### src/sdp_defines.vh
// register map, field positions and reset values of the serial data/status/prescale block
`ifndef SDP_DEFINES_VH
`define SDP_DEFINES_VH

// ----------------------------------------------------------------------
// register byte offsets
// ----------------------------------------------------------------------
`define SDP_AW            12
`define SDP_OFF_CTRL0     12'h000
`define SDP_OFF_CTRL1     12'h004
`define SDP_OFF_DATA      12'h008
`define SDP_OFF_STAT      12'h00C
`define SDP_OFF_CPS       12'h010

// ----------------------------------------------------------------------
// fields
// ----------------------------------------------------------------------
`define SDP_DW            16
`define SDP_WLS_MSB       3
`define SDP_SCR_LSB       8
`define SDP_SCR_MSB       15
`define SDP_WLS_MIN       4'h3
`define SDP_C1_LBM        0
`define SDP_C1_SSE        1
`define SDP_C1_MS         2
`define SDP_C1_SOD        3
`define SDP_C1_W          4
`define SDP_ST_TFE        0
`define SDP_ST_TNF        1
`define SDP_ST_RNE        2
`define SDP_ST_RFF        3
`define SDP_ST_BSY        4
`define SDP_ST_W          5

// ----------------------------------------------------------------------
// reset values
// ----------------------------------------------------------------------
`define SDP_CTRL0_RST     16'h0000
`define SDP_CTRL1_RST     4'h0
`define SDP_CPS_RST       7'h00
`define SDP_FIFO_DEPTH    16

`endif

### src/sdp_fifo.v
// synchronous flip-flop FIFO with valid/ready on both sides
`timescale 1ns/10ps
`default_nettype none

module sdp_fifo #(
   parameter W  = 16,
   parameter D  = 16,
   parameter AW = 4
) (
   input  wire         clk,
   input  wire         nrst,
   input  wire         in_valid,
   output wire         in_ready,
   input  wire [W-1:0] in_data,
   output wire         out_valid,
   input  wire         out_ready,
   output wire [W-1:0] out_data,
   output wire         full
);

   reg  [W-1:0]  mem_q [0:D-1];
   reg  [AW:0]   wr_q;
   reg  [AW:0]   rd_q;
   wire          push;
   wire          pop;

   // ----------------------------------------------------------------------
   // flags
   // ----------------------------------------------------------------------
   // pointers carry one extra wrap bit so full and empty are told apart
   assign full      = (wr_q[AW] != rd_q[AW]) && (wr_q[AW-1:0] == rd_q[AW-1:0]);
   assign in_ready  = !full;
   assign out_valid = (wr_q != rd_q);
   assign out_data  = mem_q[rd_q[AW-1:0]];
   assign push      = in_valid && !full;
   assign pop       = out_valid && out_ready;

   // ----------------------------------------------------------------------
   // storage
   // ----------------------------------------------------------------------
   always @(posedge clk) begin
      if (push) begin
         mem_q[wr_q[AW-1:0]] <= in_data;
      end
   end

   always @(posedge clk or negedge nrst) begin
      if (!nrst) begin
         wr_q <= {(AW+1){1'b0}};
         rd_q <= {(AW+1){1'b0}};
      end else begin
         if (push) begin
            wr_q <= wr_q + 1'b1;
         end
         if (pop) begin
            rd_q <= rd_q + 1'b1;
         end
      end
   end

endmodule

`default_nettype wire

### src/sdp_core.v
// serial port data port, status flags, prescaler and bit shifter behind an APB slave
// ----------------------------------------------------------------------
// Summary of operation
// - data port write pushes tx FIFO; read pops oldest rx FIFO entry
// - transmitter ignores upper unused bits, shifting only the low bits
// - received words are stored right-justified in the rx FIFO
// - status bit 4 busy while a frame runs or tx FIFO holds data
// - status bit 3 is one when rx FIFO is full, zero after reset
// - status bit 2 is one when rx FIFO holds data, zero after reset
// - status bit 1 is zero when tx FIFO full, one after reset
// - status bit 0 is one when tx FIFO empty, one after reset
// - prescale divisor reads back zero in its least significant bit
// - word length field codes 3 to 15 give 4 to 16 bits
// ----------------------------------------------------------------------
//
// The placing of the registers and the APB interface to the registers are this design's own decisions.
`timescale 1ns/10ps
`default_nettype none
`include "sdp_defines.vh"

module sdp_core #(
   parameter DEPTH = `SDP_FIFO_DEPTH
) (
   input  wire                 clk,
   input  wire                 nrst,
   input  wire                 psel,
   input  wire                 penable,
   input  wire                 pwrite,
   input  wire [`SDP_AW-1:0]   paddr,
   input  wire [31:0]          pwdata,
   output reg  [31:0]          prdata,
   output wire                 pready,
   output wire                 pslverr,
   input  wire                 sck_i,
   output wire                 sck_o,
   output wire                 sck_oe_n,
   input  wire                 cs_n_i,
   output wire                 cs_n_o,
   output wire                 cs_oe_n,
   input  wire                 sdi_i,
   output wire                 sdo_o,
   output wire                 sdo_oe_n
);

   localparam ST_IDLE = 1'b0;
   localparam ST_RUN  = 1'b1;

   // ----------------------------------------------------------------------
   // functions
   // ----------------------------------------------------------------------
   // reserved codes below 3 fall back to the shortest word
   function [4:0] word_len;
      input [3:0] wls;
      begin
         if (wls < `SDP_WLS_MIN) begin
            word_len = 5'h04;
         end else begin
            word_len = {1'b0, wls} + 5'h01;
         end
      end
   endfunction

   function dec;
      input [`SDP_AW-1:0] a;
      input [`SDP_AW-1:0] off;
      begin
         dec = (a == off);
      end
   endfunction

   // ----------------------------------------------------------------------
   // registers and wires
   // ----------------------------------------------------------------------
   reg  [15:0]          ctrl0_q;
   reg  [`SDP_C1_W-1:0] ctrl1_q;
   reg  [7:1]           cps_q;
   reg                  state_q;
   reg  [15:0]          tx_sh_q;
   reg  [15:0]          rx_sh_q;
   reg  [4:0]           bit_q;
   reg                  sck_q;
   reg                  cs_n_q;
   reg  [14:0]          div_q;
   reg                  rx_wr_q;
   reg  [15:0]          rx_word_q;
   reg  [2:0]           sck_s_q;
   reg  [2:0]           cs_s_q;
   reg  [2:0]           sdi_s_q;
   reg                  sck_l_q;
   reg                  cs_l_q;
   reg                  sdi_l_q;
   wire [4:0]           wlen;
   wire [4:0]           shamt;
   wire                 sse;
   wire                 slave;
   wire [14:0]          half_per;
   wire                 tick;
   wire                 rise_ev;
   wire                 fall_ev;
   wire                 sdi_v;
   wire                 start;
   wire                 acc;
   wire                 setup;
   wire                 mapped;
   wire                 tx_in_ready;
   wire                 tx_valid;
   wire [15:0]          tx_data;
   wire                 tx_full;
   wire                 tx_pop;
   wire                 rx_valid;
   wire [15:0]          rx_data;
   wire                 rx_full;
   wire                 rx_pop;
   wire                 tx_push;
   wire                 busy;
   wire [`SDP_ST_W-1:0] status;

   assign wlen   = word_len(ctrl0_q[`SDP_WLS_MSB:0]);
   assign shamt  = 5'h10 - wlen;
   assign sse    = ctrl1_q[`SDP_C1_SSE];
   assign slave  = ctrl1_q[`SDP_C1_MS];

   // ----------------------------------------------------------------------
   // APB decode
   // ----------------------------------------------------------------------
   // zero-wait slave: read data is latched in the setup cycle
   assign setup   = psel && !penable;
   assign acc     = psel && penable;
   assign mapped  = dec(paddr, `SDP_OFF_CTRL0) || dec(paddr, `SDP_OFF_CTRL1) ||
                    dec(paddr, `SDP_OFF_DATA)  || dec(paddr, `SDP_OFF_STAT)  ||
                    dec(paddr, `SDP_OFF_CPS);
   assign pready  = 1'b1;
   assign pslverr = acc && !mapped;
   assign tx_push = acc && pwrite && dec(paddr, `SDP_OFF_DATA);
   assign rx_pop  = acc && !pwrite && dec(paddr, `SDP_OFF_DATA);

   // ----------------------------------------------------------------------
   // FIFOs
   // ----------------------------------------------------------------------
   sdp_fifo #(
      .W  (`SDP_DW),
      .D  (DEPTH),
      .AW ($clog2(DEPTH))
   ) u_tx_fifo (
      .clk       (clk),
      .nrst      (nrst),
      .in_valid  (tx_push),
      .in_ready  (tx_in_ready),
      .in_data   (pwdata[15:0]),
      .out_valid (tx_valid),
      .out_ready (tx_pop),
      .out_data  (tx_data),
      .full      (tx_full)
   );

   sdp_fifo #(
      .W  (`SDP_DW),
      .D  (DEPTH),
      .AW ($clog2(DEPTH))
   ) u_rx_fifo (
      .clk       (clk),
      .nrst      (nrst),
      .in_valid  (rx_wr_q),
      .in_ready  (),
      .in_data   (rx_word_q),
      .out_valid (rx_valid),
      .out_ready (rx_pop),
      .out_data  (rx_data),
      .full      (rx_full)
   );

   // ----------------------------------------------------------------------
   // status
   // ----------------------------------------------------------------------
   assign busy = (state_q == ST_RUN) || tx_valid;
   assign status[`SDP_ST_BSY] = busy;
   assign status[`SDP_ST_RFF] = rx_full;
   assign status[`SDP_ST_RNE] = rx_valid;
   assign status[`SDP_ST_TNF] = !tx_full;
   assign status[`SDP_ST_TFE] = !tx_valid;

   // ----------------------------------------------------------------------
   // register file
   // ----------------------------------------------------------------------
   always @(posedge clk or negedge nrst) begin
      if (!nrst) begin
         ctrl0_q <= `SDP_CTRL0_RST;
         ctrl1_q <= `SDP_CTRL1_RST;
         cps_q   <= `SDP_CPS_RST;
         prdata  <= 32'h00000000;
      end else begin
         if (acc && pwrite) begin
            if (dec(paddr, `SDP_OFF_CTRL0)) begin
               ctrl0_q <= pwdata[15:0];
            end
            if (dec(paddr, `SDP_OFF_CTRL1)) begin
               ctrl1_q <= pwdata[`SDP_C1_W-1:0];
            end
            if (dec(paddr, `SDP_OFF_CPS)) begin
               cps_q <= pwdata[7:1];
            end
         end
         if (setup && !pwrite) begin
            // status is sampled one clock ahead of the access edge
            if (dec(paddr, `SDP_OFF_CTRL0)) begin
               prdata <= {16'h0000, ctrl0_q};
            end else if (dec(paddr, `SDP_OFF_CTRL1)) begin
               prdata <= {28'h0000000, ctrl1_q};
            end else if (dec(paddr, `SDP_OFF_DATA)) begin
               prdata <= rx_valid ? {16'h0000, rx_data} : 32'h00000000;
            end else if (dec(paddr, `SDP_OFF_STAT)) begin
               prdata <= {27'h0000000, status};
            end else if (dec(paddr, `SDP_OFF_CPS)) begin
               prdata <= {24'h000000, cps_q, 1'b0};
            end else begin
               prdata <= 32'h00000000;
            end
         end
      end
   end

   // ----------------------------------------------------------------------
   // pin synchronisers
   // ----------------------------------------------------------------------
   // a level is accepted only once the second and third stages agree
   always @(posedge clk or negedge nrst) begin
      if (!nrst) begin
         sck_s_q <= 3'h0;
         cs_s_q  <= 3'h7;
         sdi_s_q <= 3'h0;
         sck_l_q <= 1'b0;
         cs_l_q  <= 1'b1;
         sdi_l_q <= 1'b0;
      end else begin
         sck_s_q <= {sck_s_q[1:0], sck_i};
         cs_s_q  <= {cs_s_q[1:0], cs_n_i};
         sdi_s_q <= {sdi_s_q[1:0], sdi_i};
         if (sck_s_q[1] == sck_s_q[2]) begin
            sck_l_q <= sck_s_q[2];
         end
         if (cs_s_q[1] == cs_s_q[2]) begin
            cs_l_q <= cs_s_q[2];
         end
         if (sdi_s_q[1] == sdi_s_q[2]) begin
            sdi_l_q <= sdi_s_q[2];
         end
      end
   end

   // ----------------------------------------------------------------------
   // bit clock prescaler
   // ----------------------------------------------------------------------
   // half a bit lasts (divisor/2)*(1+rate); divisor below 2 acts as 2
   assign half_per = ((cps_q == 7'h00) ? 15'h0001 : {8'h00, cps_q}) *
                     ({7'h00, ctrl0_q[`SDP_SCR_MSB:`SDP_SCR_LSB]} + 15'h0001);
   assign tick     = (div_q == half_per - 15'h0001);

   assign rise_ev = slave ? (sck_s_q[2] && sck_s_q[1] && !sck_l_q && !cs_l_q)
                          : (tick && !sck_q);
   assign fall_ev = slave ? (!sck_s_q[2] && !sck_s_q[1] && sck_l_q && !cs_l_q)
                          : (tick && sck_q);
   assign sdi_v   = ctrl1_q[`SDP_C1_LBM] ? tx_sh_q[15] : sdi_l_q;

   // ----------------------------------------------------------------------
   // shifter
   // ----------------------------------------------------------------------
   // a slave with nothing queued still answers a frame, sending zeros
   // a master waits for select to be high for one clock, so the peer sees each word apart
   assign start  = (state_q == ST_IDLE) && sse &&
                   (slave ? !cs_l_q : (tx_valid && cs_n_q));
   assign tx_pop = start && tx_valid;

   always @(posedge clk or negedge nrst) begin
      if (!nrst) begin
         state_q   <= ST_IDLE;
         tx_sh_q   <= 16'h0000;
         rx_sh_q   <= 16'h0000;
         bit_q     <= 5'h00;
         sck_q     <= 1'b0;
         cs_n_q    <= 1'b1;
         div_q     <= 15'h0000;
         rx_wr_q   <= 1'b0;
         rx_word_q <= 16'h0000;
      end else begin
         rx_wr_q <= 1'b0;
         div_q   <= (tick || state_q == ST_IDLE) ? 15'h0000 : div_q + 15'h0001;
         case (state_q)
            ST_IDLE: begin
               sck_q  <= 1'b0;
               cs_n_q <= 1'b1;
               if (start) begin
                  state_q <= ST_RUN;
                  cs_n_q  <= slave;
                  bit_q   <= 5'h00;
                  rx_sh_q <= 16'h0000;
                  // upper unused bits fall off the top of the shifter
                  tx_sh_q <= tx_valid ? (tx_data << shamt) : 16'h0000;
               end
            end
            ST_RUN: begin
               if (!sse || (slave && cs_l_q)) begin
                  state_q <= ST_IDLE;
               end else begin
                  if (!slave && tick) begin
                     sck_q <= !sck_q;
                  end
                  if (rise_ev) begin
                     rx_sh_q <= {rx_sh_q[14:0], sdi_v};
                  end
                  if (fall_ev) begin
                     tx_sh_q <= {tx_sh_q[14:0], 1'b0};
                     bit_q   <= bit_q + 5'h01;
                     if (bit_q == wlen - 5'h01) begin
                        state_q   <= ST_IDLE;
                        rx_wr_q   <= 1'b1;
                        rx_word_q <= rx_sh_q;
                     end
                  end
               end
            end
            default: begin
               state_q <= ST_IDLE;
            end
         endcase
      end
   end

   // ----------------------------------------------------------------------
   // pins
   // ----------------------------------------------------------------------
   assign sck_o    = sck_q;
   assign sck_oe_n = !sse || slave;
   assign cs_n_o   = cs_n_q;
   assign cs_oe_n  = !sse || slave;
   assign sdo_o    = tx_sh_q[15];
   assign sdo_oe_n = !sse || (slave && (cs_l_q || ctrl1_q[`SDP_C1_SOD]));

endmodule

`default_nettype wire

### config.mk
export PLATFORM = sky130hd
export DESIGN_NAME = sdp_core
export DESIGN_NICKNAME = d
export VERILOG_FILES = /design/src/sdp_fifo.v /design/src/sdp_core.v
export VERILOG_INCLUDE_DIRS = /design/src
export SDC_FILE = /design/constraint.sdc
export NUM_CORES = 1
export LEC_CHECK = 0
export BUFFER_PORTS_ARGS = -buffer_cell sky130_fd_sc_hd__buf_2
export CAP_MARGIN = 20
export CORE_ASPECT_RATIO = 0.7
export CORE_MARGIN = 5
export CORE_UTILIZATION = 45
export DETAILED_ROUTE_END_ITERATION = 12
export GPL_ROUTABILITY_DRIVEN = 0
export PLACE_DENSITY = 0.7
export SLEW_MARGIN = 20
export SYNTH_ARGS = -nofsm -noshare
export SYNTH_HDL_FRONTEND = slang
export SYNTH_SLANG_ARGS = --single-unit
### constraint.sdc
create_clock -name clk -period 10 [get_ports clk]
set_input_delay 2 -clock clk [delete_from_list [all_inputs] [get_ports clk]]
set_output_delay 2 -clock clk [all_outputs]
set_load 0.01 [all_outputs]
==> key figures <==
Worst setup path
  • Startpoint types: register
  • Worst r2r src: ctrl0_q[8]
  • Path depth of the worst reg2reg path: 22
  • Worst reg2reg endpoint: rx_word_q[8]
  • Setup CP Type: register to register
  • Setup crit end kind: register
  • Crit Path Max Fanout: 16
  • Critical path arrival: 8030 ps
  • Data required, critical path: 10520 ps
  • R2R setup slack: 2490 ps

Synthesis
  • Seq/Total Area, Yosys: 63.93%
  • Distinct cell type count after synthesis: 83
  • EDFF count, synth: 512
  • Ys flop type: edfxtp_1
  • Seq cells post-synth: 659
  • Cell count after synthesis: 1908
  • Yosys warnings: 0
  • Ys async rst share: 22.31%
  • Synthesized cell area: 29810 um2
  • Mapped Avg Cell Area: 15.62 um2

Power and ir drop
  • Power Total: 0.005288 W
  • Sw frac: 20.14%
  • Pwr dens: 159.6 nW/um2
  • Reg power frac: 55.7%
  • Switching pwr: 0.001065 W
  • Maximum VDD drop: 0.0001536 V
  • Pint: 0.004223 W
  • Clock network fraction of total power: 42.9%
  • Leak: 10.86 nW
  • Combinational fraction of design power: 1.4%

Final layout
  • Syn-to-layout area delta: 11.15%
  • Storage cell area: 19070 um2
  • FILL cells: 5511
  • Layout Utilization: 50.19%
  • Total Nets Final: 2120
  • Multi-input logic area: 10000 um2
  • Fraction of layout cells with a size suffix above 1: 20.90%

Timing
  • Final setup vio count: 0
  • Hold Worst Slack: 341.6 ps
  • Worst-margin pin slew: 1117 ps
  • Slew margin rel.: 25.23%
  • Max Clock Skew: 13.25 ps
  • Post-Route Setup TNS: 0 ps
  • Final Hold Viols: 0
  • RSZ-0062 raised after global routing: false
  • Final period utilization: 75.09%
  • Crit path time final: 7509 ps
  • Max-slew violations: 0
  • Maximum clock rate: 0.1332 GHz

Detailed routing
  • DR vias/cell: 5.717
  • DRC Markers: 0
  • DRT antenna net count: 0
  • Routed wl met2: 31.64 mm
  • Initial DRC Count: 1843
  • Router iterations before antenna repair: 5
  • Total Wirelength: 67.47 mm
  • Max layer used: met4
  • Via count: 16711
  • WL/cell: 23.08 um
  • Metal3 WL: 5.386 mm
  • WL met1: 29.21 mm

Place
  • IO Port Bufs: 58
  • DP HPWL: 43.19 mm

CTS
  • H-tree depth: 2
  • Cts repair resizes: 0
  • Root Driver: clkbuf_16
  • Post-CTS Setup Bufs: 0
  • Hold Buf Count CTS: 0
  • Skew-Pair Late Insertion Delay: 640 ps
  • Max Buffers Root-to-Sink: 3
  • Total CTS buffers: 59
  • Clock sink count: 659
  • Clock Pin Slew Worst Setup and Hold Paths: 70 ps
  • CTS tree: done

Min path
  • Hold EP: sck_s_q[1]
  • HP Start: sck_s_q[0]
  • Type of the worst min-delay path: register to register
  • Min-Delay Path Depth: 0

Floorplanning
  • Die area: 71580 um2
  • Core area: 66030 um2
  • Row count: 79
  • Initial core utilization: 45.15%
  • Die Wd: 317.6 um
  • Die extent in y: 225.3 um
  • I/O pin total: 92

GRT
  • First-pass GRT wire length: 103.1 mm
  • Antenna violations before repair: 3
  • Largest net degree at the start of global routing: 80
  • Total Routing Usage GR: 18.72%
  • Grt ovf: 0
  • Vias in the first global route: 16626

Job
  • Max-Cap Viols: 0

Status
  • Status: completed
[registers in the layout, summed over array words and instances (netlist names), 7 cells and up]
| signal | cells |
|---|---|
| rx_word_q | 16 |
| rx_sh_q | 16 |
| div_q | 15 |
| prdata | 16 |
| tx_sh_q | 16 |
| cps_q | 7 |
| u_rx_fifo.mem_q | 256 |
| u_tx_fifo.mem_q | 256 |
| ctrl0_q | 16 |
[power groups by stage]
stage / logic [W] / registers (W) / clock network [W]
after floorplan: 0.0000319 / 0.00300 / 0
after global placement: 0.0000705 / 0.00300 / 0
after detailed placement: 0.0000740 / 0.00300 / 0
after CTS: 0.0000743 / 0.00294 / 0.00232
after global routing: 0.0000823 / 0.00294 / 0.00243
final: 0.0000739 / 0.00294 / 0.00227
[cell usage in the layout (no fill, tap or decap), types with 9 or more instances in the layout]
master and instances:
edfxtp_1 512, nand2_1 139, dfrtp_1 138, mux4_2 126
inv_1 98, nor2_1 81, mux2i_1 76, mux2_2 63
clkbuf_16 59, buf_2 57, ha_1 51, buf_4 45
xnor2_1 41, fa_1 39, o21ai_0 38, nand3_1 30
xor2_1 28, and2_1 25, a21oi_1 23, nand2b_1 23
a22oi_1 23, nor2b_1 18, conb_1 17, clkbuf_1 17
nor3_1 15, a211oi_1 15, o211ai_1 14, a21o_1 11
nand4_1 10, a22o_1 10, and3_1 9, o21a_1 9
nor3_2 9, nor2_2 9, clkinv_1 9
[synthesized netlist by cell type, types with 24 or more instances]
cell type / instances / area share (%)
mux2i_1: 76 / 2.6
nand2_1: 139 / 1.8
inv_1: 98 / 1.2
xor2_1: 28 / 0.82
fa_1: 39 / 2.6
mux4_2: 126 / 9.5
nor3_1: 24 / 0.40
xnor2_1: 41 / 1.2
ha_1: 51 / 2.1
mux2_2: 63 / 2.4
and2_1: 24 / 0.50
o21ai_0: 38 / 0.64
dfrtp_1: 142 / 12
nor2_1: 91 / 1.1
edfxtp_1: 512 / 52
nand3_1: 30 / 0.50
clkbuf_1: 57 / 0.72
[cell families after synthesis]
family	share of synthesized area (%)
compound gates	5.208
simple gates	6.404
other cells	0.02519
mux	14.53
xor+xnor	2.103
flops	63.93
buf+inv	2.976
fa+ha+maj	4.826
[critical path, stage by stage, from the launching register on]
cell       delay [ps]
dfrtp_1           760
ha_1              320
nand3_1           120
xnor2_1           660
nand2_1           170
fa_1              530
fa_1              540
inv_1              50
fa_1              470
inv_1              40
fa_1              470
inv_1              40
ha_1              350
o21a_1            170
a21oi_2           220
a211oi_1          110
or3_1             430
a2111oi_4         490
nand4_1           140
buf_4             220
a211oi_4          260
buf_4             400
mux2_2            390
[worst max-delay path by stage]
stage | to | cells past startpoint | slack, ps | from
finish | rx_word_q[8] | 22 | 2490 | ctrl0_q[8]
global route | rx_word_q[8] | 20 | 2000 | ctrl0_q[8]
CTS | tx_sh_q[2] | 21 | 2280 | ctrl0_q[8]
detailed placement | tx_sh_q[13] | 19 | 2330 | ctrl0_q[8]
global placement | tx_sh_q[11] | 19 | 2410 | ctrl0_q[8]
floorplan | rx_word_q[10] | 21 | 3800 | ctrl0_q[10]
[stage by stage]
step	std cells	cell area, um2	setup WS [ps]
after floorplan	1923	29870	3800
after global placement	2808	31180	2411
after detailed placement	2808	31190	2327
after CTS	2920	33130	2280
after global routing	2923	33140	2003
final	2923	33140	2491
[metal layers]
layer  up-vias  track usage (%)
li1       7327                -
met1      8628            27.04
met2       674            29.87
met3        82            3.833
met4         0            4.156
met5         -                0
[area by class of cell]
cell class	count	share of cell area [%]
well taps	891	3.364
clock inverters	34	1.110
repair buffers	103	1.914
inverters	99	1.121
diodes	3	0.02266
multi-input cells	1056	30.19
flip-flops and latches	659	57.55
clock buffers	78	4.731
Note: power is estimated with default switching activity, not from simulation.
